File: config.mk
export PLATFORM = sky130hd
export DESIGN_NAME = acr_top
export DESIGN_NICKNAME = d
export VERILOG_FILES = /design/src/shared/acr_pkg.sv /design/src/core/acr_decode.sv /design/src/core/acr_regfile.sv /design/src/core/acr_top.sv
export VERILOG_INCLUDE_DIRS = /design/src /design/src/shared
export SDC_FILE = /design/constraint.sdc
export NUM_CORES = 1
export LEC_CHECK = 0
export BUFFER_PORTS_ARGS = -buffer_cell sky130_fd_sc_hd__buf_2
export CORE_AREA = 2 2 128 130
export DETAILED_ROUTE_END_ITERATION = 10
export DIE_AREA = 0 0 130 132
export GPL_TIMING_DRIVEN = 0
export SETUP_SLACK_MARGIN = 0.02
export SYNTH_ARGS = -nofsm -noshare
export SYNTH_HDL_FRONTEND = slang
export SYNTH_SLANG_ARGS = --single-unit
export TNS_END_PERCENT = 10
File: constraint.sdc
create_clock -name mclk_i -period 7.8 [get_ports mclk_i]
set_input_delay 0.39 -clock mclk_i [delete_from_list [all_inputs] [get_ports mclk_i]]
set_output_delay 0.39 -clock mclk_i [all_outputs]
set_load 0.01 [all_outputs]
File: src/shared/acr_defines.svh
// Purpose: Constants for the auxiliary control register access block
// Assumes: Included by bare name from design files
// Notes:   Definitions only
`ifndef ACR_DEFINES_SVH
`define ACR_DEFINES_SVH

// System register encodings {op0,op1,crn,crm,op2}
`define ACR_ENC_AUX_ID      16'hC807
`define ACR_ENC_AUX_CTL_LL  16'hC081
`define ACR_ENC_AUX_CTL_HL  16'hE081
`define ACR_ENC_HYP_TRAP    16'hE08F
// Exception levels
`define ACR_EL0             2'h0
`define ACR_EL1             2'h1
`define ACR_EL2             2'h2
`define ACR_EL3             2'h3
// Trap syndrome class
`define ACR_EC_SYSREG       6'h18
// Nested virtualisation memory offset
`define ACR_NEST_MEM_OFS    12'h118
// Write-enable bit positions
`define ACR_BIT_PERF        12
`define ACR_BIT_SCHEME      11
`define ACR_BIT_TSID        10
`define ACR_BIT_PWR         7
`define ACR_BIT_ECTL        1
`define ACR_BIT_ACTL        0
// Writable mask of hypervisor-level control register
`define ACR_HL_WMASK        64'h0000_0000_0000_1C83
`define ACR_RESET_VAL       64'h0000_0000_0000_0000
// Register slots
`define ACR_SLOT_LL         2'h0
`define ACR_SLOT_HL         2'h1
`define ACR_SLOT_TRAP       2'h2
`define ACR_NSLOT           3
`endif

File: src/shared/acr_pkg.sv
// Purpose: Types for the auxiliary control register access block
// Assumes: Used by scoped name only
// Notes:   No constants here; see acr_defines.svh
package acr_pkg;
    // Decode result
    typedef enum logic [2:0] {
        ACR_ACC_REG   = 3'h0,
        ACR_ACC_UNDEF = 3'h1,
        ACR_ACC_TRAP  = 3'h2,
        ACR_ACC_NEST_MEM = 3'h3,
        ACR_ACC_RAZ   = 3'h4,
        ACR_ACC_NONE  = 3'h5
    } acr_result_type;
    // Hypervisor configuration bits of interest
    typedef struct packed {
        logic trap_general_exceptions;
        logic trap_identification_group1;
        logic trap_auxiliary_control;
        logic nested_virt_enable;
        logic nested_virt_mode1;
        logic nested_virt_mode2;
        logic host_extension;
    } acr_hyp_cfg_type;
    // Access request
    typedef struct packed {
        logic        valid;
        logic        write;
        logic [15:0] enc;
        logic [1:0]  el;
        logic [63:0] wdata;
    } acr_req_type;
    // Access answer
    typedef struct packed {
        logic           valid;
        acr_result_type result;
        logic [1:0]     target_el;
        logic [5:0]     ec;
        logic [11:0]    nest_mem_ofs;
        logic [63:0]    rdata;
    } acr_rsp_type;
endpackage

File: src/core/acr_decode.sv
// Purpose: Combinational permission decode for one system register access
// Assumes: Inputs stable within the cycle
// Notes:   Pure logic, no state
`timescale 1ns/1ps
`include "acr_defines.svh"
module acr_decode (
    // Request
    input  wire logic                     valid_i,
    input  wire logic [15:0]              enc_i,
    input  wire logic [1:0]               el_i,
    // Controls
    input  wire acr_pkg::acr_hyp_cfg_type cfg_i,
    input  wire logic                     el2_impl_i,
    input  wire logic                     el2_enabled_i,
    input  wire logic                     fgt_en_i,
    input  wire logic                     fg_aux_id_trap_i,
    // Result
    output acr_pkg::acr_result_type       result_o,
    output logic [1:0]                    target_el_o,
    output logic [1:0]                    slot_o
);
    logic nested_trap; // Nested-virt trap applies
    // Per-register decision tree
    always_comb begin
        nested_trap = el2_enabled_i & cfg_i.nested_virt_enable;
        result_o    = acr_pkg::ACR_ACC_NONE;
        target_el_o = `ACR_EL2;
        slot_o      = `ACR_SLOT_LL;
        if (!valid_i) begin
            result_o = acr_pkg::ACR_ACC_NONE;
        end else if (enc_i == `ACR_ENC_AUX_ID) begin
            if (el_i == `ACR_EL0) begin
                result_o = acr_pkg::ACR_ACC_TRAP;
                target_el_o = (el2_enabled_i & cfg_i.trap_general_exceptions) ?
                              `ACR_EL2 : `ACR_EL1;
            end else if (el_i == `ACR_EL1 && el2_enabled_i
                         && cfg_i.trap_identification_group1) begin
                result_o = acr_pkg::ACR_ACC_TRAP;
            end else if (el_i == `ACR_EL1 && el2_enabled_i && fgt_en_i
                         && fg_aux_id_trap_i) begin
                result_o = acr_pkg::ACR_ACC_TRAP;
            end else begin
                result_o = acr_pkg::ACR_ACC_RAZ;
            end
        end else if (enc_i == `ACR_ENC_AUX_CTL_LL) begin
            if (el_i == `ACR_EL0) begin
                result_o = acr_pkg::ACR_ACC_UNDEF;
            end else if (el_i == `ACR_EL1 && el2_enabled_i
                         && cfg_i.trap_auxiliary_control) begin
                result_o = acr_pkg::ACR_ACC_TRAP;
            end else if (el_i == `ACR_EL1 && el2_enabled_i && cfg_i.nested_virt_mode2
                         && cfg_i.nested_virt_enable) begin
                result_o = acr_pkg::ACR_ACC_NEST_MEM;
            end else begin
                result_o = acr_pkg::ACR_ACC_REG;
            end
        end else if (enc_i == `ACR_ENC_AUX_CTL_HL || enc_i == `ACR_ENC_HYP_TRAP) begin
            slot_o = (enc_i == `ACR_ENC_AUX_CTL_HL) ? `ACR_SLOT_HL : `ACR_SLOT_TRAP;
            if (el_i == `ACR_EL0) begin
                result_o = acr_pkg::ACR_ACC_UNDEF;
            end else if (el_i == `ACR_EL1) begin
                result_o = nested_trap ? acr_pkg::ACR_ACC_TRAP
                                       : acr_pkg::ACR_ACC_UNDEF;
            end else if (!el2_impl_i) begin
                result_o = acr_pkg::ACR_ACC_RAZ;
            end else begin
                result_o = acr_pkg::ACR_ACC_REG;
            end
        end
    end
endmodule // acr_decode

File: src/core/acr_regfile.sv
// Purpose: Three 64-bit control registers with registered read data
// Assumes: One write per cycle
// Notes:   Masks applied by the caller
`timescale 1ns/1ps
`include "acr_defines.svh"
module acr_regfile (
    // Clock and reset
    input  wire logic        mclk_i,
    input  wire logic        rst_i,
    // Write port
    input  wire logic        we_i,
    input  wire logic [1:0]  wslot_i,
    input  wire logic [63:0] wdata_i,
    // Read port
    input  wire logic [1:0]  rslot_i,
    output logic [63:0]      rdata_o,
    // Direct view of the hypervisor-level slot
    output logic [63:0]      hl_o
);
    logic [63:0] mem_reg  [`ACR_NSLOT]; // Storage
    logic [63:0] mem_next [`ACR_NSLOT]; // Next storage
    logic [63:0] rd_reg;                // Registered read data
    logic [63:0] rd_next;               // Next read data
    // Next-state for each slot
    genvar g;
    generate
        for (g = 0; g < `ACR_NSLOT; g++) begin : g_slot
            always_comb begin
                mem_next[g] = mem_reg[g];
                if (we_i && wslot_i == 2'(g)) begin
                    mem_next[g] = wdata_i;
                end
            end
            always_ff @(posedge mclk_i) begin
                if (rst_i) begin
                    mem_reg[g] <= `ACR_RESET_VAL;
                end else begin
                    mem_reg[g] <= mem_next[g];
                end
            end
        end
    endgenerate
    // Read select
    always_comb begin
        rd_next = (rslot_i < 2'(`ACR_NSLOT)) ? mem_reg[rslot_i] : `ACR_RESET_VAL;
    end
    // Read register
    always_ff @(posedge mclk_i) begin
        if (rst_i) begin
            rd_reg <= `ACR_RESET_VAL;
        end else begin
            rd_reg <= rd_next;
        end
    end
    assign rdata_o = rd_reg;
    assign hl_o    = mem_reg[`ACR_SLOT_HL];
endmodule // acr_regfile

File: src/core/acr_top.sv
// Purpose: Access control for auxiliary identification and control registers
// Assumes: One request per cycle from the core; answer one cycle later
// Notes:   Register storage and read data reset to zero; reserved bits read zero
`timescale 1ns/1ps
`include "acr_defines.svh"

// Overview of operation
// Identification register reads as zero
// Lowest-level identification read traps, class 0x18
// Kernel read traps on identification-group trap
// Kernel read traps on fine-grained trap
// Lower control register reads zero, resets zero
// Lower control: undefined lowest, trap on control-trap
// Nested-virt pattern redirects to memory 0x118
// Hypervisor control: undefined or nested-virt trap
// Bit 12 gates cluster perf writes
// Bit 11 gates scheme-management writes
// Bit 10 gates thread scheme ID writes
// Bit 7 gates power control writes
// Bit 1 gates extended control writes
// Bit 0 gates auxiliary control writes
// Reserved bits zero, enables reset clear
// Without hypervisor, reserved-zero from monitor level
// Hypervisor registers inert when hypervisor disabled
// Lower control inert under host trap-all
// Hypervisor control applies to lowest under host
// Trap control register all zero, no traps
// No needless traps under host trap-all
// Hypervisor and monitor access registers directly
module acr_top (
    // Clock and reset
    input  wire logic                     mclk_i,
    input  wire logic                     rst_i,
    // Configuration from the core
    input  wire acr_pkg::acr_hyp_cfg_type cfg_i,
    input  wire logic                     el2_impl_i,
    input  wire logic                     el2_enabled_i,
    input  wire logic                     fgt_en_i,
    input  wire logic                     fg_aux_id_trap_i,
    // Register access request and answer
    input  wire acr_pkg::acr_req_type     req_i,
    output acr_pkg::acr_rsp_type          rsp_o,
    // Write gate query from kernel level, one bit per group
    input  wire logic [5:0]               grp_wr_req_i,
    input  wire logic [5:0]               grp_hyp_writable_i,
    output logic [5:0]                    grp_wr_allow_o,
    // Effective controls
    output logic [63:0]                   eff_ctl_lower_o,
    output logic [63:0]                   eff_ctl_hyp_o
);
    acr_pkg::acr_result_type res;       // Decode result
    logic [1:0]              tgt_el;    // Trap target
    logic [1:0]              slot;      // Register slot
    logic                    we;        // Register write strobe
    logic [63:0]             wdata;     // Masked write data
    logic [63:0]             rd;        // Registered read data
    logic [63:0]             hl_val;    // Hypervisor control value
    logic                    host_trap_all; // Hypervisor enabled with host extension and trap-general set
    logic [5:0]              en_bits;   // Write-enable bits
    // Answer pipeline
    logic                    v_reg, v_next;
    acr_pkg::acr_result_type r_reg, r_next;
    logic [1:0]              t_reg, t_next;
    logic                    zero_reg, zero_next;

    // Permission decode
    acr_decode acr_decode_inst (
        .valid_i          (req_i.valid),
        .enc_i            (req_i.enc),
        .el_i             (req_i.el),
        .cfg_i            (cfg_i),
        .el2_impl_i       (el2_impl_i),
        .el2_enabled_i    (el2_enabled_i),
        .fgt_en_i         (fgt_en_i),
        .fg_aux_id_trap_i (fg_aux_id_trap_i),
        .result_o         (res),
        .target_el_o      (tgt_el),
        .slot_o           (slot)
    );

    // Write data shaping; all lower and trap bits are reserved
    always_comb begin
        we    = req_i.valid && req_i.write && res == acr_pkg::ACR_ACC_REG
                && req_i.enc != `ACR_ENC_AUX_ID;
        wdata = `ACR_RESET_VAL;
        if (slot == `ACR_SLOT_HL) begin
            wdata = req_i.wdata & `ACR_HL_WMASK;
        end
    end

    // Storage with registered read port
    acr_regfile acr_regfile_inst (
        .mclk_i  (mclk_i),
        .rst_i   (rst_i),
        .we_i    (we),
        .wslot_i (slot),
        .wdata_i (wdata),
        .rslot_i (slot),
        .rdata_o (rd),
        .hl_o    (hl_val)
    );

    // Answer stage next values
    always_comb begin
        v_next    = req_i.valid;
        r_next    = res;
        t_next    = tgt_el;
        // Identification and RAZ results give zero data
        zero_next = (res != acr_pkg::ACR_ACC_REG) || req_i.write;
    end

    // Answer stage registers
    always_ff @(posedge mclk_i) begin
        if (rst_i) begin
            v_reg    <= 1'b0;
            r_reg    <= acr_pkg::ACR_ACC_NONE;
            t_reg    <= `ACR_EL2;
            zero_reg <= 1'b1;
        end else begin
            v_reg    <= v_next;
            r_reg    <= r_next;
            t_reg    <= t_next;
            zero_reg <= zero_next;
        end
    end

    // Answer fields
    always_comb begin
        rsp_o.valid     = v_reg;
        rsp_o.result    = r_reg;
        rsp_o.target_el = t_reg;
        rsp_o.ec        = (r_reg == acr_pkg::ACR_ACC_TRAP) ? `ACR_EC_SYSREG : 6'h00;
        rsp_o.nest_mem_ofs = (r_reg == acr_pkg::ACR_ACC_NEST_MEM) ?
                             `ACR_NEST_MEM_OFS : 12'h000;
        rsp_o.rdata     = zero_reg ? `ACR_RESET_VAL : rd;
    end

    // Write gates for kernel-level writes of cluster and core registers
    always_comb begin
        en_bits = {hl_val[`ACR_BIT_PERF], hl_val[`ACR_BIT_SCHEME],
                   hl_val[`ACR_BIT_TSID], hl_val[`ACR_BIT_PWR],
                   hl_val[`ACR_BIT_ECTL], hl_val[`ACR_BIT_ACTL]};
        if (!el2_enabled_i) begin
            // Hypervisor controls inert; gates open to the plain path
            grp_wr_allow_o = grp_wr_req_i;
        end else begin
            grp_wr_allow_o = grp_wr_req_i & en_bits & grp_hyp_writable_i;
        end
    end

    // Effective control views; lower register yields to hypervisor one under host
    always_comb begin
        host_trap_all = el2_enabled_i && cfg_i.host_extension && cfg_i.trap_general_exceptions;
        if (host_trap_all) begin
            eff_ctl_lower_o = `ACR_RESET_VAL;
            eff_ctl_hyp_o   = hl_val;
        end else begin
            eff_ctl_lower_o = `ACR_RESET_VAL;
            eff_ctl_hyp_o   = el2_enabled_i ? hl_val : `ACR_RESET_VAL;
        end
    end
    // The trap control register holds only zeros, so it never raises a trap. R21
endmodule // acr_top

# Yosys cells after proc, flatten, opt, wreduce, memory -nomap -nowiden
# Memory sizes are Yosys's and may differ from the RTL's. A register that Yosys moved wholly into a read port is not among the register bits.
# Cells that the tools add are included.
dict set report totals {
  word_cells 92
  ff_bits 7
  ramBits 192
  output_inout_bits 222
  input_bits 109
  n_memories 1
}
dict set report classes {
  bitwise 11
  n_lt_le_gt_ge 1
  n_mux 36
  eq_ne 13
  n_reduce_logical 26
}
# name depth word_bits read_ports rd_ports_with_merged_regs wr line_no
set mem_list {}
lappend mem_list {acr_regfile_inst.mem_reg 3 64 2 1 3 acr_regfile.sv:20} ;# logic [63:0] mem_reg [`ACR_NSLOT];
# op n
set op_table {}
lappend op_table {{two-way mux 64 bit} 9}
lappend op_table {{== test 16 bit, second input constant} 4}
lappend op_table {{two-way mux 3 bit} 12}
lappend op_table {{two-way mux 2 bit} 8}
lappend op_table {{inequality test 16 bit, second input constant} 1}
lappend op_table {{logical AND 1 bit} 15}
lappend op_table {{two-way mux 13 bit} 1}
lappend op_table {{bitwise AND 6 bit} 2}
lappend op_table {{two-way mux 9 bit} 1}
lappend op_table {{== test 3 x 2 -> 1 bit, second input constant} 2}
lappend op_table {{two-way mux 6 bit} 1}
lappend op_table {{AND reduction 2 bit} 3}
lappend op_table {{two-way mux 5 bit} 1}
lappend op_table {{== test 2 x 1 -> 1 bit, second input constant} 2}
lappend op_table {{logical NOT 2 bit} 2}
lappend op_table {{NOT 1 bit} 4}
lappend op_table {{OR reduction 4 bit} 1}
lappend op_table {{logical NOT 3 bit} 1}
lappend op_table {{two-way mux 1 bit} 3}
lappend op_table {{inequality test 1 bit, second input constant} 3}
lappend op_table {{OR 1 bit} 3}
lappend op_table {{nonzero test 3 bit} 1}
lappend op_table {{bitwise AND 1 bit} 2}
lappend op_table {{== test 2 bit, second input constant} 1}
lappend op_table {{3 further kinds} 4}

# Logic depth before layout (Yosys ltp)
dict set report depth {
  word_depth 17
  depth_mapped 6
  ltp_nobuf 6
}

# Hierarchy
# A second synthesis with hierarchy kept.
dict set report unflattened {
  cells_unflattened 1083
  hier_area_um2 12256.8
}
# mod seq_area_each_um2 cells_per_inst n_inst area_each_um2
set modules_own_cells {}
lappend modules_own_cells {acr_regfile 6406.1 768 1 10102.2}
lappend modules_own_cells {acr_top 140.1 267 1 1845.5}
lappend modules_own_cells {acr_decode 0.0 48 1 309.0}

# Least setup slack after synthesis
# No wires, ideal clock.
dict set report synth_timing {
  kind {in2reg}
  startpoint {input req_i[72] (netlist name)}
  endpoint {memory acr_regfile_inst.mem_reg[0][0] (enable)}
  t_required_ns 7.481
  setup_slack_ns 5.017
  arrival_ns 2.464
  n_path_buf 0
  setup_time_ns 0.319
  path_stages 6
  cell_sequence {or4b_4 or4_4 and2_4 nor4b_4 o21a_1 a41o_1}
}
# element line_no
set synth_lines {}
lappend synth_lines {{start: declaration} acr_top.sv:41} ;# input wire acr_pkg::acr_req_type req_i,
lappend synth_lines {{end: declaration} acr_regfile.sv:20}

==> impl_metrics.ini <==
[run_status]
status = complete, no violations

[setup_path]
path_max_fanout = 7
worstPathRequired_ns = 7.76
crit_start = req_i[72]
crit_chain = buf_2, nor4b_1, o2111ai_1, o32ai_1, nor4b_4, o21a_1, a41o_1
path_buf_inv = 1
cp_top_family = compound AO/OA/AOI/OAI gates
crit_slowest_cell = nor4b_1
cp.depth = 7
ff2ff_path_depth = 2
timing.rr.end = acr_regfile_inst.rdata_o[11]$_SDFF_PP0_
critical_path_class = in2reg
startpoint_type = input port
cp-end-kind = flip-flop
max_stage_delay_ns = 0.71
reg2reg_slack_ns = 6.99
regToRegStartpoint = acr_regfile_inst.mem_reg[1][11]$_SDFFE_PP0P_
arrival_ns = 2.92
crit_end = acr_regfile_inst.mem_reg[0][10]$_SDFFCE_PN0P_

[cells_and_area]
finalNonFillerCells = 873
largest_reg_flops = 18
mostFrequentLayoutCells = conb_1, buf_4, buf_2
area_delta_synth_final_pct = 51.6
drive_above_1_share_pct = 44.0
layout.nets = 763
final_common_cell = conb_1

[grt]
grt-ovfl-total = 0
grt_antenna_before_repair = 3
grt_usage_pct = 8.28
grt_pass1_vias = 2177
grt_max_degree = 11
grt_pass1_wl_mm = 11.0

[synth]
ys_seq_area_share_pct = 24.1
synth_edf_count = 12
synthFlopType = dfxtp_1
synthesis.instances = 367
async_flop_share_pct = 0
synth_cell_types = 45
syn_area_per_cell_sq_um = 8.38
ys_seq_elements = 31
netlist_area_sq_um = 3070
yosys_warnings = 0

[die]
dieArea_sq_um = 17200
ios = 331
initial_core_util_pct = 19.6
coreArea_sq_um = 15700
num_rows = 46
die_x_um = 130
die_y_um = 132

[sta]
fin_worst_skew_ns = 0.00153
hold_viol_final = 0
timing.slew.headroom_pct = 45.7
report.final.slew_viol_count = 0
rsz0062_at_grt = false
fin_crit_ns = 2.96
setup_viol = 0
setup_tns_ns = 0
max_freq_mhz = 338
worst_slack_ns = 4.84
worst_slew_pin_slew_ns = 0.803
period_share_pct = 37.9

[detailed_routing]
routed_wl_mm = 7.78
ant_nets = 0
firstDrtPassIters = 4
drc_errors = 0
drt_iter0_drc = 61
vias = 2603
avgViaCountPerCell = 2.98
wl_per_cell_um = 8.91

[clock_network]
clk_path_buf_depth = 2
clockRootBuffer = clkbuf_16
cts_tree = done
clkTransAtPathRegs_ns = 0.05
post_cts_buffers = 0
numCtsBuffers = 5
insertion_delay_ns = 0.27
cts_hold_buffers = 0
htreeDepth = 2
cts_resized = 0
cts_sinks = 31

[power_and_ir_drop]
p_sw_share_pct = 25.9
clkPwrFrac_pct = 39.1
comb_power_share_pct = 28.2
p_int_w = 0.000404
power.share.sequential_pct = 32.7
p_leak_nw = 2.65
switchingPower_w = 0.000141
ir_worst_vdd_uv = 55.0
p_per_area_nw_per_um2 = 117

[worst_hold_path]
hp-class = in2reg

[placement]
gp_congestion = 0.752
port_buffers = 76
dp.cells = 863
place.detailed.hpwl_mm = 7.28
place_ws_ns = 4.50

[flow_run]
maxCapViolCount = 0
==> Yosys cell counts (2+ instances only) <==
| library cell | instances | area share [%] |
|---|---|---|
| a21boi_0 | 6 | 1.5 |
| a21oi_1 | 14 | 2.3 |
| a22oi_1 | 6 | 1.5 |
| and2_1 | 8 | 1.6 |
| buf_4 | 197 | 48 |
| clkbuf_1 | 3 | 0.37 |
| dfxtp_1 | 19 | 12 |
| edfxtp_1 | 12 | 12 |
| inv_1 | 3 | 0.37 |
| nand2_1 | 17 | 2.1 |
| nand2b_1 | 4 | 0.81 |
| nand3_1 | 10 | 1.6 |
| nand4b_1 | 3 | 0.85 |
| nor2_1 | 8 | 0.98 |
| nor2b_1 | 7 | 1.4 |
| nor3_1 | 4 | 0.65 |
| nor3b_1 | 2 | 0.49 |
| nor4_1 | 2 | 0.41 |
| o21a_1 | 2 | 0.49 |
| o21ai_0 | 8 | 1.3 |
| or2_2 | 2 | 0.41 |
| or3_1 | 4 | 0.81 |
| or4_1 | 3 | 0.73 |
| or4b_4 | 2 | 0.90 |
==> logic make-up after synthesis <==
logic type / Yosys count / synth area share, %
compound gates: 46 / 9.65
other cells: 1 / 0.122
flops: 31 / 24.1
simple gates: 86 / 17.3
buf+inv: 203 / 48.8
==> worst min-delay path, stage by stage <==
cell and delay, ns:
buf_2 0.10, nand3_1 0.05, a21oi_1 0.06
==> layer usage <==
| layer | global-route usage (%) | share of wire (%) | vias up |
|---|---|---|---|
| li1 | - | - | 1405 |
| met1 | 7.56 | 33 | 1059 |
| met2 | 17.2 | 56 | 131 |
| met3 | 2.96 | 11 | 6 |
| met4 | 1.25 | 0.49 | 2 |
| met5 | 0 | 0.17 | - |
==> power by group through the flow <==
stage	clock, W	sequential [W]	combinational (W)
after floorplan	0	0.000181	0.000128
after global routing	0.000223	0.000179	0.000169
after global placement	0	0.000181	0.000148
after CTS	0.000215	0.000178	0.000149
final	0.000213	0.000178	0.000154
after detailed placement	0	0.000182	0.000149
==> worst min-delay path by stage <==
stage,slack [ns],end,cells past startpoint,startpoint
global placement,0.49,acr_regfile_inst.rdata_o[7]$_SDFF_PP0_,2,acr_regfile_inst.mem_reg[0][7]$_SDFFCE_PN0P_
global route,0.39,acr_regfile_inst.mem_reg[1][1]$_SDFFE_PP0P_,3,req_i[1]
detailed placement,0.49,acr_regfile_inst.rdata_o[0]$_SDFF_PP0_,2,acr_regfile_inst.mem_reg[0][0]$_SDFFCE_PN0P_
CTS,0.37,acr_regfile_inst.mem_reg[1][7]$_SDFFE_PP0P_,3,req_i[7]
floorplan,0.47,acr_regfile_inst.mem_reg[1][0]$_SDFFE_PP0P_,2,acr_regfile_inst.mem_reg[1][0]$_SDFFE_PP0P_
finish,0.38,acr_regfile_inst.mem_reg[1][7]$_SDFFE_PP0P_,3,req_i[7]
==> stage by stage <==
| step | area, sq um | hold slack [ns] | utilization (%) | total power, W |
|---|---|---|---|---|
| CTS | 4650 | 0.373 | 29.6 | 0.000543 |
| detailed placement | 4490 | 0.493 | 28.6 | 0.000330 |
| global route | 4660 | 0.385 | 29.6 | 0.000571 |
| global placement | 4490 | 0.488 | 28.6 | 0.000330 |
| floorplan | 3840 | 0.471 | - | 0.000308 |
| finish | 4660 | 0.377 | 29.7 | 0.000545 |
==> layout make-up <==
type | instances | area (sq um)
sequential | 31 | 741
fill | 1733 | 11100
timing repair buffer | 76 | 380
multi-input combinational | 337 | 1600
antenna | 2 | 5.00
tap | 216 | 270
clock inverter | 3 | 38.8
clock buffer | 5 | 125
inverter | 3 | 11.3
buffer | 200 | 1490
Note: power is estimated with default switching activity, not from simulation.
